## src/rtl/srs_pkg.sv

```systemverilog
package srs_pkg;

  // Clock and start-up delay.
  localparam int unsigned SRS_CLK_FREQ_MHZ   = 200;
  localparam int unsigned SRS_READY_DELAY_US = 1500000;
  localparam int unsigned SRS_READY_CYCLES   = SRS_READY_DELAY_US * SRS_CLK_FREQ_MHZ;
  localparam int unsigned SRS_PWM_DELAY_US   = 1500000;
  localparam int unsigned SRS_PWM_CYCLES     = SRS_PWM_DELAY_US * SRS_CLK_FREQ_MHZ;

  // Default widths.
  localparam int unsigned SRS_SPEED_W = 16;
  localparam int unsigned SRS_GEAR_W  = 16;
  localparam int unsigned SRS_CNT_W   = 32;
  localparam int unsigned SRS_SYNC_W  = 5;

  // Positions of the synchronised pins in the device sync vector.
  localparam int unsigned SRS_SYN_CTRL = 4;
  localparam int unsigned SRS_SYN_MAIN = 3;
  localparam int unsigned SRS_SYN_ALM  = 2;
  localparam int unsigned SRS_SYN_FWD  = 1;
  localparam int unsigned SRS_SYN_REV  = 0;

  // Values after reset.
  localparam logic SRS_INHIBIT_RST = 1'b1;
  localparam logic SRS_ENABLE_RST  = 1'b0;

  typedef enum logic [1:0] {
    SRS_MODE_POS   = 2'h0,
    SRS_MODE_SPD   = 2'h1,
    SRS_MODE_TRIAL = 2'h2,
    SRS_MODE_JOG   = 2'h3
  } srs_mode_t;

  typedef enum logic [1:0] {
    SRS_ST_OFF    = 2'h0,
    SRS_ST_CHARGE = 2'h1,
    SRS_ST_READY  = 2'h2,
    SRS_ST_RUN    = 2'h3
  } srs_state_t;

endpackage

```

## src/rtl/srs_if.sv

```systemverilog
`timescale 1ns/1ps
interface srs_if;
  // Controller to drive.
  logic drive_enable_in;
  logic ccw_inhibit_in;
  logic cw_inhibit_in;
  logic speed_select_low;
  logic speed_select_high;
  logic cmd_pulse;
  logic cmd_dir;
  // Drive to controller.
  logic servo_ready_out;
  logic alarm_out;

  modport dev (
    input  drive_enable_in, ccw_inhibit_in, cw_inhibit_in,
    input  speed_select_low, speed_select_high, cmd_pulse, cmd_dir,
    output servo_ready_out, alarm_out
  );

  modport ctl (
    output drive_enable_in, ccw_inhibit_in, cw_inhibit_in,
    output speed_select_low, speed_select_high, cmd_pulse, cmd_dir,
    input  servo_ready_out, alarm_out
  );
endinterface

```

## src/rtl/srs_drive.sv

```systemverilog
`timescale 1ns/1ps
module srs_drive
  import srs_pkg::*;
#(
  parameter int unsigned READY_CYCLES = SRS_READY_CYCLES,
  parameter int unsigned SPEED_W      = SRS_SPEED_W,
  parameter int unsigned GEAR_W       = SRS_GEAR_W
)(
  // Clock and reset
  input  wire logic                      ref_clk,
  input  wire logic                      rst,
  // Controller link
  srs_if.dev                             link,
  // Power and fault pins
  input  wire logic                      ctrl_power_ok,
  input  wire logic                      main_power_ok,
  input  wire logic                      alarm_in,
  // Stored settings and keys
  input  wire srs_mode_t                 mode_sel,
  input  wire logic [4*SPEED_W-1:0]      speed_presets,
  input  wire logic signed [SPEED_W-1:0] trial_speed,
  input  wire logic signed [SPEED_W-1:0] jog_speed,
  input  wire logic                      jog_fwd_key,
  input  wire logic                      jog_rev_key,
  input  wire logic [GEAR_W-1:0]         gear_num,
  input  wire logic [GEAR_W-1:0]         gear_den,
  // Power stage
  output logic                           pwm_enable,
  output logic signed [SPEED_W-1:0]      speed_cmd,
  output logic                           pos_step,
  output logic                           pos_dir,
  output logic                           alarm_active
);

  if (READY_CYCLES < 2 || READY_CYCLES >= 32'hffff_ffff) begin : g_bad_delay
    $error("READY_CYCLES out of range");
  end
  if (SPEED_W < 2 || GEAR_W < 1) begin : g_bad_width
    $error("SPEED_W or GEAR_W too small");
  end

  typedef struct packed {
    logic [SRS_SYNC_W-1:0]       meta;
    logic [SRS_SYNC_W-1:0]       sync;
    srs_state_t                  state;
    logic [SRS_CNT_W-1:0]        cnt;
    logic                        fault;
    logic                        ready;
    logic                        pwm;
    logic signed [SPEED_W-1:0]   speed;
    logic                        step;
    logic                        dir;
    logic [GEAR_W+1:0]           acc;
  } srs_dev_t;

  localparam logic [SRS_CNT_W-1:0] LAST_CNT = SRS_CNT_W'(READY_CYCLES - 1);

  srs_dev_t q;
  srs_dev_t next_q;

  logic                      ctrl_ok;
  logic                      main_ok;
  logic                      alm;
  logic                      powered;
  logic signed [SPEED_W-1:0] want;
  logic [GEAR_W+1:0]         sum;
  logic                      dir_ok;

  always_comb
  begin
    next_q      = q;
    next_q.meta = {ctrl_power_ok, main_power_ok, alarm_in, jog_fwd_key, jog_rev_key};
    next_q.sync = q.meta;
    ctrl_ok     = q.sync[SRS_SYN_CTRL];
    main_ok     = q.sync[SRS_SYN_MAIN];
    alm         = q.sync[SRS_SYN_ALM];
    powered     = ctrl_ok && main_ok;
    next_q.step = 1'b0;
    want        = '0;
    sum         = q.acc;
    dir_ok      = 1'b0;

    // A new alarm wins over its release in the same cycle.
    if (alm)
    begin
      next_q.fault = 1'b1;
    end
    else if (q.fault && !link.drive_enable_in)
    begin
      next_q.fault = 1'b0;
    end

    case (q.state)
      SRS_ST_OFF:
      begin
        next_q.cnt = '0;
        if (powered)
        begin
          next_q.state = SRS_ST_CHARGE;
        end
      end
      SRS_ST_CHARGE:
      begin
        if (!powered)
        begin
          next_q.state = SRS_ST_OFF;
          next_q.cnt   = '0;
        end
        else if (q.cnt == LAST_CNT)
        begin
          next_q.state = SRS_ST_READY;
        end
        else
        begin
          next_q.cnt = q.cnt + SRS_CNT_W'(1);
        end
      end
      SRS_ST_READY:
      begin
        if (!powered)
        begin
          next_q.state = SRS_ST_OFF;
        end
        else if (link.drive_enable_in && !alm && !q.fault)
        begin
          next_q.state = SRS_ST_RUN;
        end
      end
      SRS_ST_RUN:
      begin
        if (!powered)
        begin
          next_q.state = SRS_ST_OFF;
        end
        else if (!link.drive_enable_in || alm || q.fault)
        begin
          next_q.state = SRS_ST_READY;
        end
      end
      default:
      begin
        next_q.state = SRS_ST_OFF;
        next_q.cnt   = '0;
      end
    endcase

    next_q.pwm   = (next_q.state == SRS_ST_RUN);
    next_q.ready = (next_q.state == SRS_ST_READY || next_q.state == SRS_ST_RUN) && !next_q.fault;

    case (mode_sel)
      SRS_MODE_SPD:
      begin
        want = speed_presets[{link.speed_select_high, link.speed_select_low}*SPEED_W +: SPEED_W];
      end
      SRS_MODE_TRIAL:
      begin
        want = trial_speed;
      end
      SRS_MODE_JOG:
      begin
        if (q.sync[SRS_SYN_FWD])
        begin
          want = jog_speed;
        end
        else if (q.sync[SRS_SYN_REV])
        begin
          want = -jog_speed;
        end
        else
        begin
          want = '0;
        end
      end
      default:
      begin
        want = '0;
      end
    endcase

    // Positive speed turns counter-clockwise; an inhibit input that is off blocks its direction.
    if (!next_q.pwm || (want > 0 && !link.ccw_inhibit_in) || (want < 0 && !link.cw_inhibit_in))
    begin
      want = '0;
    end
    next_q.speed = want;

    // Command pulses add the numerator; each step due subtracts the denominator, even one that an inhibit blocks.
    if (next_q.pwm && mode_sel == SRS_MODE_POS)
    begin
      if (link.cmd_pulse)
      begin
        sum        = q.acc + (GEAR_W+2)'(gear_num);
        next_q.dir = link.cmd_dir;
      end
      dir_ok = next_q.dir ? link.cw_inhibit_in : link.ccw_inhibit_in;
      if (gear_den != '0 && sum >= (GEAR_W+2)'(gear_den))
      begin
        next_q.step = dir_ok;
        sum         = sum - (GEAR_W+2)'(gear_den);
      end
      next_q.acc = sum;
    end
    else
    begin
      next_q.acc = '0;
    end
  end

  always_ff @(posedge ref_clk)
  begin
    if (rst)
    begin
      q       <= '0;
      q.state <= SRS_ST_OFF;
    end
    else
    begin
      q <= next_q;
    end
  end

  assign link.servo_ready_out = q.ready;
  assign link.alarm_out       = q.fault;
  assign pwm_enable           = q.pwm;
  assign speed_cmd            = q.speed;
  assign pos_step             = q.step;
  assign pos_dir              = q.dir;
  assign alarm_active         = q.fault;

endmodule // srs_drive

```

## src/flat_wrapper.sv

```systemverilog
// flat-port wrapper written by rule: the top's interface ports become plain ports
module srs_drive_flat import srs_pkg::*;
#(
  parameter int unsigned READY_CYCLES = SRS_READY_CYCLES,
  parameter int unsigned SPEED_W      = SRS_SPEED_W,
  parameter int unsigned GEAR_W       = SRS_GEAR_W
)
  (ref_clk, rst, ctrl_power_ok, main_power_ok, alarm_in, mode_sel, speed_presets, trial_speed, jog_speed, jog_fwd_key, jog_rev_key, gear_num, gear_den, pwm_enable, speed_cmd, pos_step, pos_dir, alarm_active, link_drive_enable_in, link_ccw_inhibit_in, link_cw_inhibit_in, link_speed_select_low, link_speed_select_high, link_cmd_pulse, link_cmd_dir, link_servo_ready_out, link_alarm_out);
  srs_if link_i ();
  input  wire logic ref_clk;
  input  wire logic rst;
  input  wire logic ctrl_power_ok;
  input  wire logic main_power_ok;
  input  wire logic alarm_in;
  input  wire srs_mode_t mode_sel;
  input  wire logic [4*SPEED_W-1:0] speed_presets;
  input  wire logic signed [SPEED_W-1:0] trial_speed;
  input  wire logic signed [SPEED_W-1:0] jog_speed;
  input  wire logic jog_fwd_key;
  input  wire logic jog_rev_key;
  input  wire logic [GEAR_W-1:0] gear_num;
  input  wire logic [GEAR_W-1:0] gear_den;
  output logic pwm_enable;
  output logic signed [SPEED_W-1:0] speed_cmd;
  output logic pos_step;
  output logic pos_dir;
  output logic alarm_active;
  input wire logic [$bits(link_i.drive_enable_in)-1:0] link_drive_enable_in;
  input wire logic [$bits(link_i.ccw_inhibit_in)-1:0] link_ccw_inhibit_in;
  input wire logic [$bits(link_i.cw_inhibit_in)-1:0] link_cw_inhibit_in;
  input wire logic [$bits(link_i.speed_select_low)-1:0] link_speed_select_low;
  input wire logic [$bits(link_i.speed_select_high)-1:0] link_speed_select_high;
  input wire logic [$bits(link_i.cmd_pulse)-1:0] link_cmd_pulse;
  input wire logic [$bits(link_i.cmd_dir)-1:0] link_cmd_dir;
  output wire logic [$bits(link_i.servo_ready_out)-1:0] link_servo_ready_out;
  output wire logic [$bits(link_i.alarm_out)-1:0] link_alarm_out;
  assign link_i.drive_enable_in = link_drive_enable_in;
  assign link_i.ccw_inhibit_in = link_ccw_inhibit_in;
  assign link_i.cw_inhibit_in = link_cw_inhibit_in;
  assign link_i.speed_select_low = link_speed_select_low;
  assign link_i.speed_select_high = link_speed_select_high;
  assign link_i.cmd_pulse = link_cmd_pulse;
  assign link_i.cmd_dir = link_cmd_dir;
  assign link_servo_ready_out = link_i.servo_ready_out;
  assign link_alarm_out = link_i.alarm_out;
  srs_drive #(.READY_CYCLES(READY_CYCLES), .SPEED_W(SPEED_W), .GEAR_W(GEAR_W)) u_core (.ref_clk(ref_clk), .rst(rst), .link(link_i), .ctrl_power_ok(ctrl_power_ok), .main_power_ok(main_power_ok), .alarm_in(alarm_in), .mode_sel(mode_sel), .speed_presets(speed_presets), .trial_speed(trial_speed), .jog_speed(jog_speed), .jog_fwd_key(jog_fwd_key), .jog_rev_key(jog_rev_key), .gear_num(gear_num), .gear_den(gear_den), .pwm_enable(pwm_enable), .speed_cmd(speed_cmd), .pos_step(pos_step), .pos_dir(pos_dir), .alarm_active(alarm_active));
endmodule
```

## config.mk

```make
export PLATFORM = sky130hd
export DESIGN_NAME = srs_drive_flat
export DESIGN_NICKNAME = d
export VERILOG_FILES = /design/src/rtl/srs_pkg.sv /design/src/rtl/srs_if.sv /design/src/rtl/srs_drive.sv /design/src/flat_wrapper.sv
export SDC_FILE = /design/constraint.sdc
export NUM_CORES = 1
export LEC_CHECK = 0
export BUFFER_PORTS_ARGS = -buffer_cell sky130_fd_sc_hd__buf_2
export CORE_UTILIZATION = 54
export DETAILED_ROUTE_END_ITERATION = 6
export PLACE_DENSITY = 0.85
export SKIP_CTS_REPAIR_TIMING = 1
export SYNTH_ARGS = -nofsm -noshare
export SYNTH_HDL_FRONTEND = slang
export SYNTH_SLANG_ARGS = --single-unit
```

## constraint.sdc

```tcl
create_clock -name ref_clk -period 5.1 [get_ports ref_clk]
set_input_delay 0 -clock ref_clk [delete_from_list [all_inputs] [get_ports ref_clk]]
set_output_delay 0 -clock ref_clk [all_outputs]
set_load 0.03 [all_outputs]
```

==> results of run 1 <==
==> placed cells by master, fill, tap and decap left out, types with 4 or more instances in the layout <==
cell	Yosys	routed
a211oi_1	5	4
a21o_1	18	18
a21oi_1	44	43
a222oi_1	5	5
a22oi_1	8	8
a31oi_1	5	5
and2_1	5	5
and3_1	12	12
buf_2	3	165
buf_4	17	4
clkbuf_16	0	10
dfxtp_1	83	83
dlygate4sd3_1	0	8
ha_1	34	34
inv_1	29	29
mux2_2	12	12
mux2i_1	18	18
mux4_2	16	16
nand2_1	36	36
nand3_1	20	20
nand4_1	13	13
nor2_1	94	94
nor2b_1	23	23
nor3_1	19	19
nor4_1	11	11
o211ai_1	4	4
o21a_1	4	4
o21ai_0	29	28
or3_1	7	7
xnor2_1	27	27
xor2_1	31	31
==> cells by family after synthesis <==
kind of cell	share of synthesized area, %
AO/OA/AOI/OAI	18.6
XOR/XNOR	8.33
adder cells (fa/ha/maj)	7.64
buffers and inverters	5.60
flip-flops	27.3
multiplexers	11.3
AND/OR/NAND/NOR	21.2
==> through the flow <==
stage	hold slack [ns]	setup WS [ns]	setup TNS, ns	area (um2)	instances
2_1_floorplan	0.128	0.404	0	6100	715
4_1_cts	-0.128	-0.0216	-0.0216	7190	997
6_report	0.0145	0.191	0	7320	1007
5_1_grt	0.00580	-0.0260	-0.0260	7320	1007
3_5_place_dp	0.213	0.0119	0	6910	984
3_3_place_gp	0.207	0.130	0	6910	984
==> state kept, by name (all words and copies together), names as in the netlist <==
register	count
u_core.q	54
u_core.next_q	5
u_core.pwm_enable	1
u_core.alarm_active	1
u_core.alm	1
u_core.speed_cmd	16
u_core.link.servo_ready_out	1
u_core.pos_step	1
u_core.main_ok	1
u_core.pos_dir	1
u_core.ctrl_ok	1
==> cell type report <==
cell class                 instances  area [um2]
multi-input combinational        563        4120
fill                             909        3610
sequential                        83        1660
timing repair buffer             179         981
clock buffer                       9         225
tap                              140         175
inverter                          29         109
clock inverter                     4        53.8
==> path summary, 6_finish.rpt <==
kind                                             to  slack (ns)  cells after the start
worst max-delay path                    u_core.q[0]        0.19                     19
worst min-delay path            u_core.speed_cmd[4]        0.01                      3
worst max register to register          u_core.q[0]        0.19                     19
worst min register to register           u_core.alm        0.44                      1
==> worst max-delay path: stages (launching register included) <==
cell and delay [ns]:
dfxtp_1 0.32, ha_1 0.21, fa_2 0.39, a211oi_2 0.30, o21ai_2 0.12, a31oi_1 0.26, o21bai_1 0.12, a2111o_1 0.40
o311ai_0 0.15, ha_1 0.37, and3_1 0.26, and2_1 0.15, a221o_1 0.35, a41oi_2 0.26, a21oi_2 0.11, o41ai_4 0.32
buf_4 0.20, buf_12 0.14, mux2_2 0.33, nor2_1 0.07
==> power groups by stage <==
stage | combinational [mW] | sequential (mW) | clock (mW)
5_1_grt | 0.368 | 0.656 | 0.664
3_5_place_dp | 0.316 | 0.670 | 0
3_3_place_gp | 0.310 | 0.670 | 0
6_report | 0.340 | 0.655 | 0.633
4_1_cts | 0.319 | 0.655 | 0.632
2_1_floorplan | 0.210 | 0.668 | 0
==> routing by layer <==
metal  part of all wire (%)  global-route usage (%)  up-vias
met3                    7.5                    5.97       50
met5                      0                       0        -
li1                       -                       -     2906
met2                     49                    48.5      291
met4                    2.7                    8.90        0
met1                     41                    33.7     2771
==> results.toml, run 1 <==
[sta]
setup_violations = 0
relSlewSlack_pct = 28.5
final_max_slew_viol_count = 0
fmax_mhz = 204
worst_pin_slew_ns = 1.07
clock_skew_ns = 0.0125
period_share_pct = 96.3
final-hold-violation-count = 0
period_minus_slack_ns = 4.91

[synth]
avgSynthCellArea_um2 = 8.53
ys_seq_area_share_pct = 27.3
async_reset_ff_share_pct = 0
synth_common_cells = "nor2_1, dfxtp_1, a21oi_1"
netlist_instances = 715
ys_ff_latch = 83
synth_top_area_cell = "dfxtp_1"
synth_fp_nets = 895
synthMostInstantiatedCell = "nor2_1"
synthFlopType = "dfxtp_1"
synth.distinct_cells = 68
synth_top_area_share_pct = 27.3
syn_area_um2 = 6100
ys_warn_count = 0
synth_edf_count = 0
synth_area_leaders = "dfxtp_1, ha_1, mux4_2"

[floorplan]
fp.dieH_um = 108
ioPinCount = 166
initial_core_util_pct = 55.7
row_count = 38
die_area_um2 = 11700
fp.coreArea_um2 = 10900
chipWidth_um = 108

[critical_path]
cp_max_fo = 7
cp-end-kind = "register"
critPathKind = "register to register"
worstPathArrival_ns = 5.18
cp-start-kind = "register"
cp.required_ns = 5.37
r2r_start = "u_core.q[0]"
cp-startpoint = "u_core.q[0]"

[power_and_ir_drop]
power_mw = 1.63
internal_power_mw = 1.19
seq_power_share_pct = 40.3
p_sw_share_pct = 26.8
vdd_drop_max_mv = 0.185
comb_power_share_pct = 20.9
p_leak_nw = 3.23
p_per_area_nw_per_um2 = 222
p_clk_share_pct = 38.9
p_sw_mw = 0.436

[detailed_routing]
drcViolationCount = 0
vias_per_cell = 5.98
dr.pass1.iters = 5
num_vias = 6018
drtIter0Drc = 571
ant_nets = 0
drt_wl_total_um = 16500
post_drt_wl_per_cell_um = 16.4

[global_routing]
grt_pass1_wl_um = 25600
grt_max_degree = 29
grt_pass1_vias = 5581
grt_use_total_pct = 27.7
overflow = 0
antenna_found_initial = 0

[clock_network]
cts.clk_slew.worst_paths_ns = 0.07
cts-buffers-inserted = 9
htreeDepth = 3
tritoncts = "done"
clk_latency_ns = 0.34
clockBufferDepth = 2
cts-root-buf = "clkbuf_16"
cts.sinks = 83

[hold_path]
holdCritStartpoint = "trial_speed[4]"
hold_class = "primary input to register"

[cells_and_area]
final_core_utilization_pct = 66.9
n_antenna_cell = 0
drive_gt1_share_pct = 26.4
area_growth_pct = 20.1
fin_nets = 1045

[run_status]
run_status = "finished clean"

[placement]
port-buffer-count = 165
hpwlAfterDp_um = 12600
gp_congestion = 1.01

[flow_run]
cap_violations = 0
Power figures use the tool's default switching activity.
==> run 2, diff against run 1 <==
- CORE_ASPECT_RATIO: not set -> 1.2
- PLACE_DENSITY: 0.85 -> 0.82
- clock period: 5.1 -> 4.8 ns (I/O delays scaled with it)
==> results.toml, run 2 (synthesis results as in run 1) <==
[cells_and_area]
area_growth_pct = 22.7
fill_cells = 922
final_common_cell = "buf_2"
seqCellArea_um2 = 1660
drive_gt1_share_pct = 28.9
layout_common_cells = "buf_2, nor2_1, dfxtp_1"
largest_reg_flops = 54
fin_nets = 1062
multi_input_area_um2 = 4150
stdcell_count = 1021
largest-register = "u_core.q"

[sta]
setup_violations = 0
final-hold-violation-count = 3
clock_skew_ns = 0.00910
rsz0062_at_grt = "false"
period_minus_slack_ns = 4.59
period_share_pct = 95.7
final_max_slew_viol_count = 0
fmax_mhz = 218
relSlewSlack_pct = 30.1
worst_pin_slew_ns = 1.05
holdWs_ns = -0.0268

[critical_path]
worstPathArrival_ns = 4.80
reg2reg_to = "u_core.q[6]"
cp-end-kind = "register"
r2r_slack_ns = 0.21
cp_max_fo = 7
cp.required_ns = 5.00
r2r_start = "u_core.q[0]"
rr_worst_depth = 20
cp-start-kind = "register"
critPathKind = "register to register"

[global_routing]
grt_pass1_vias = 5604
grt_max_degree = 29
antenna_found_initial = 2
grt_pass1_wl_um = 26000
overflow = 0
grt_use_total_pct = 27.7

[placement]
gp_congestion = 0.961
port-buffer-count = 165
hpwlAfterDp_um = 12600
dp.cells = 983

[power_and_ir_drop]
p_leak_nw = 3.32
vdd_drop_max_mv = 0.209
p_per_area_nw_per_um2 = 230

[detailed_routing]
num_vias = 6008
drtIter0Drc = 237
drcViolationCount = 0
drt_wl_total_um = 16300
ant_nets = 0
post_drt_wl_per_cell_um = 16.0
dr.pass1.iters = 7
vias_per_cell = 5.88

[floorplan]
die_area_um2 = 11700
chipWidth_um = 99.0
fp.coreArea_um2 = 11000
row_count = 42
ioPinCount = 166
fp.dieH_um = 118
initial_core_util_pct = 55.2

[clock_network]
clockBufferDepth = 2
cts-buffers-inserted = 9
cts.sinks = 83
tritoncts = "done"
htreeDepth = 3
clk_latency_ns = 0.35
cts.clk_slew.worst_paths_ns = 0.07
cts-root-buf = "clkbuf_16"

[hold_path]
holdCritStartpoint = "trial_speed[1]"
min_path_cells = 3
hold_end = "u_core.speed_cmd[1]"
hold_class = "primary input to register"

[run_status]
violations = "negative hold slack"
run_status = "finished with violations"

[flow_run]
cap_violations = 0
run 2: worst max-delay path: stages (launching register included):
cell	delay, ns
dfxtp_1	0.32
ha_1	0.21
fa_2	0.37
a211oi_2	0.28
o21ai_2	0.11
a31oi_2	0.22
o21bai_1	0.11
a2111o_1	0.40
o311ai_2	0.11
ha_1	0.30
and3_1	0.22
and2_1	0.14
a221o_1	0.36
a41oi_2	0.18
a21oi_2	0.10
o41ai_4	0.31
buf_4	0.19
buf_12	0.12
buf_4	0.12
mux2i_2	0.21
nor2_1	0.06
run 2: how the worst max path moves through the flow:
stage | from | cells past startpoint | endpoint
floorplan | u_core.q[0] | 18 | u_core.q[15]
global placement | u_core.q[0] | 18 | u_core.q[0]
detailed placement | u_core.q[0] | 19 | u_core.q[6]
CTS | u_core.q[0] | 19 | u_core.q[6]
global route | u_core.q[0] | 20 | u_core.q[6]
finish | u_core.q[0] | 20 | u_core.q[6]
run 2: through the flow:
stage          setup TNS, ns  total power, mW  worst slack [ns]  area (um2)  util [%]
2_1_floorplan              0            0.934             0.104        6100         -
3_5_place_dp          -0.775             1.05            -0.157        6950      63.0
6_report                   0             1.72             0.209        7480      67.8
3_3_place_gp               0             1.04            0.0362        6950      63.0
4_1_cts                -1.81             1.70            -0.219        7230      65.5
5_1_grt                    0             1.80           0.00618        7480      67.8
run 2: layout make-up:
class,count,share of cell area [%]
antenna,2,0.0669
clock buffer,9,3.01
inverter,29,1.46
multi-input combinational,563,55.5
sequential,83,22.2
clock inverter,7,0.753
timing repair buffer,196,14.8
tap,132,2.21
run 2: power by group:
group	leakage [nW]	switching, mW	total (mW)	internal [mW]
logic	2.50	0.183	0.375	0.192
registers	0.670	0.00375	0.697	0.693
clock network	0.143	0.294	0.652	0.358
total	3.32	0.481	1.72	1.24
run 2: metal layers:
| layer | vias up | share of wire (%) | track usage (%) |
|---|---|---|---|
| met4 | 0 | 3.3 | 10.3 |
| li1 | 2944 | - | - |
| met2 | 228 | 51 | 50.6 |
| met1 | 2789 | 40 | 31.5 |
| met5 | - | 0 | 0 |
| met3 | 47 | 5.8 | 5.38 |
==> run 3, diff against run 2 <==
- SETUP_SLACK_MARGIN: not set -> 0.3
==> results.toml, run 3 (synthesis results as in run 1) <==
[detailed_routing]
drcViolationCount = 0
drt_wl_total_um = 16900
post_drt_wl_per_cell_um = 16.8
drtIter0Drc = 324
ant_nets = 0
num_vias = 6016
vias_per_cell = 5.97
dr.pass1.iters = 5

[placement]
placed_area_um2 = 6910
dp.cells = 976
port-buffer-count = 165
gp_congestion = 0.979
hpwlAfterDp_um = 12800

[global_routing]
overflow = 0
grt_pass1_wl_um = 25700
antenna_found_initial = 0
grt_pass1_vias = 5688
grt_max_degree = 29
grt_use_total_pct = 27.4

[floorplan]
initial_core_util_pct = 55.2
ioPinCount = 166
chipWidth_um = 99.0
row_count = 42
fp.coreArea_um2 = 11000
die_area_um2 = 11700
fp.dieH_um = 118

[critical_path]
critPathKind = "register to register"
slowest_stage = "fa_2"
cp-startpoint = "u_core.q[0]"
crit_chain = "ha_4 -> fa_2 -> a211oi_4 -> o21ai_2 -> a31oi_1 -> o21bai_1 -> a2111o_1 -> o311ai_4 -> ha_1 -> and3_4 -> and2_4 -> a221o_1 -> a41oi_2 -> a21oi_2 -> o41ai_4 -> buf_6 -> buf_12 -> mux2_4 -> nor2_2"
cp-start-kind = "register"
critPathMaxStageDelay_ns = 0.43
r2r_start = "u_core.q[0]"
worstPathArrival_ns = 4.87
cp_max_fo = 6
cp.required_ns = 5.07
cp-end-kind = "register"

[cells_and_area]
fill_cells = 932
final_area_um2 = 7460
stdcell_count = 1008
n_antenna_cell = 0
seqCellArea_um2 = 1660
fin_nets = 1052
drive_gt1_share_pct = 28.2
final_common_cell = "buf_2"
largest-register = "u_core.q"
area_growth_pct = 22.3
multi_input_area_um2 = 4200
largest_reg_flops = 54
layout_common_cells = "buf_2, nor2_1, dfxtp_1"

[sta]
timing.setup.tns_ns = 0
rsz0062_at_grt = "true"
final-hold-violation-count = 0
relSlewSlack_pct = 28.3
clock_skew_ns = 0.00659
setup_violations = 0
worst_pin_slew_ns = 1.07
fmax_mhz = 217
final_max_slew_viol_count = 0
period_share_pct = 95.8
period_minus_slack_ns = 4.60

[clock_network]
cts-buffers-inserted = 9
cts-root-buf = "clkbuf_16"
cts.sinks = 83
clk_latency_ns = 0.34
cts.clk_slew.worst_paths_ns = 0.06
tritoncts = "done"
htreeDepth = 3
clockBufferDepth = 2

[hold_path]
hold_class = "primary input to register"
holdCritStartpoint = "link_ccw_inhibit_in"

[power_and_ir_drop]
power_mw = 1.71
vdd_drop_max_mv = 0.180
p_per_area_nw_per_um2 = 230
p_leak_nw = 3.28

[flow_run]
cap_violations = 0

[run_status]
run_status = "finished clean"
==> run 3: per-stage QoR <==
step	setup WS, ns	utilization, %	hold WS [ns]
2_1_floorplan	0.312	-	0.128
3_3_place_gp	0.0517	62.6	0.210
3_5_place_dp	-0.0736	62.6	0.215
4_1_cts	-0.129	65.1	-0.138
5_1_grt	0.0755	67.6	0.00703
6_report	0.201	67.6	0.000474
==> run 3: path summary, 6_finish.rpt <==
check	to	slack, ns	cells after the start
max	u_core.q[0]	0.20	19
min	u_core.pos_step	0.0005	3
max reg2reg	u_core.q[0]	0.20	19
min reg2reg	u_core.q[74]	0.44	1
==> run 3: cell type report <==
cell class,count,area share (%)
Inverter,29,1.46
Clock buffer,12,3.31
Multi-Input combinational cell,563,56.3
Sequential cell,83,22.3
Clock inverter,3,0.319
Tap cell,132,2.21
Timing Repair Buffer,186,14.1
==> run 3: routing by layer <==
| layer | GRT usage, % | part of all wire [%] | vias up | wire length, um |
|---|---|---|---|---|
| met1 | 30.7 | 38 | 2770 | 6480 |
| met3 | 3.67 | 6.0 | 51 | 1020 |
| met2 | 50.8 | 52 | 274 | 8720 |
| li1 | - | - | 2921 | - |
| met5 | 0 | 0 | - | 0 |
| met4 | 12.6 | 3.9 | 0 | 667 |
==> run 3: where the power goes <==
part           switching, mW  total [mW]  leakage [nW]  internal, mW
Sequential           0.00361       0.697         0.671         0.693
Clock                  0.274       0.638         0.125         0.364
Combinational          0.190       0.379          2.49         0.189
Total                  0.468        1.71          3.28          1.25
==> run 3: critical path, delay by kind of cell (launching register included) <==
kind / cells / cell delay (ns)
compound gates: 10 / 2.31
fa+ha+maj: 3 / 0.89
simple gates: 3 / 0.39
flops: 1 / 0.33
buf+inv: 2 / 0.31
mux: 1 / 0.30
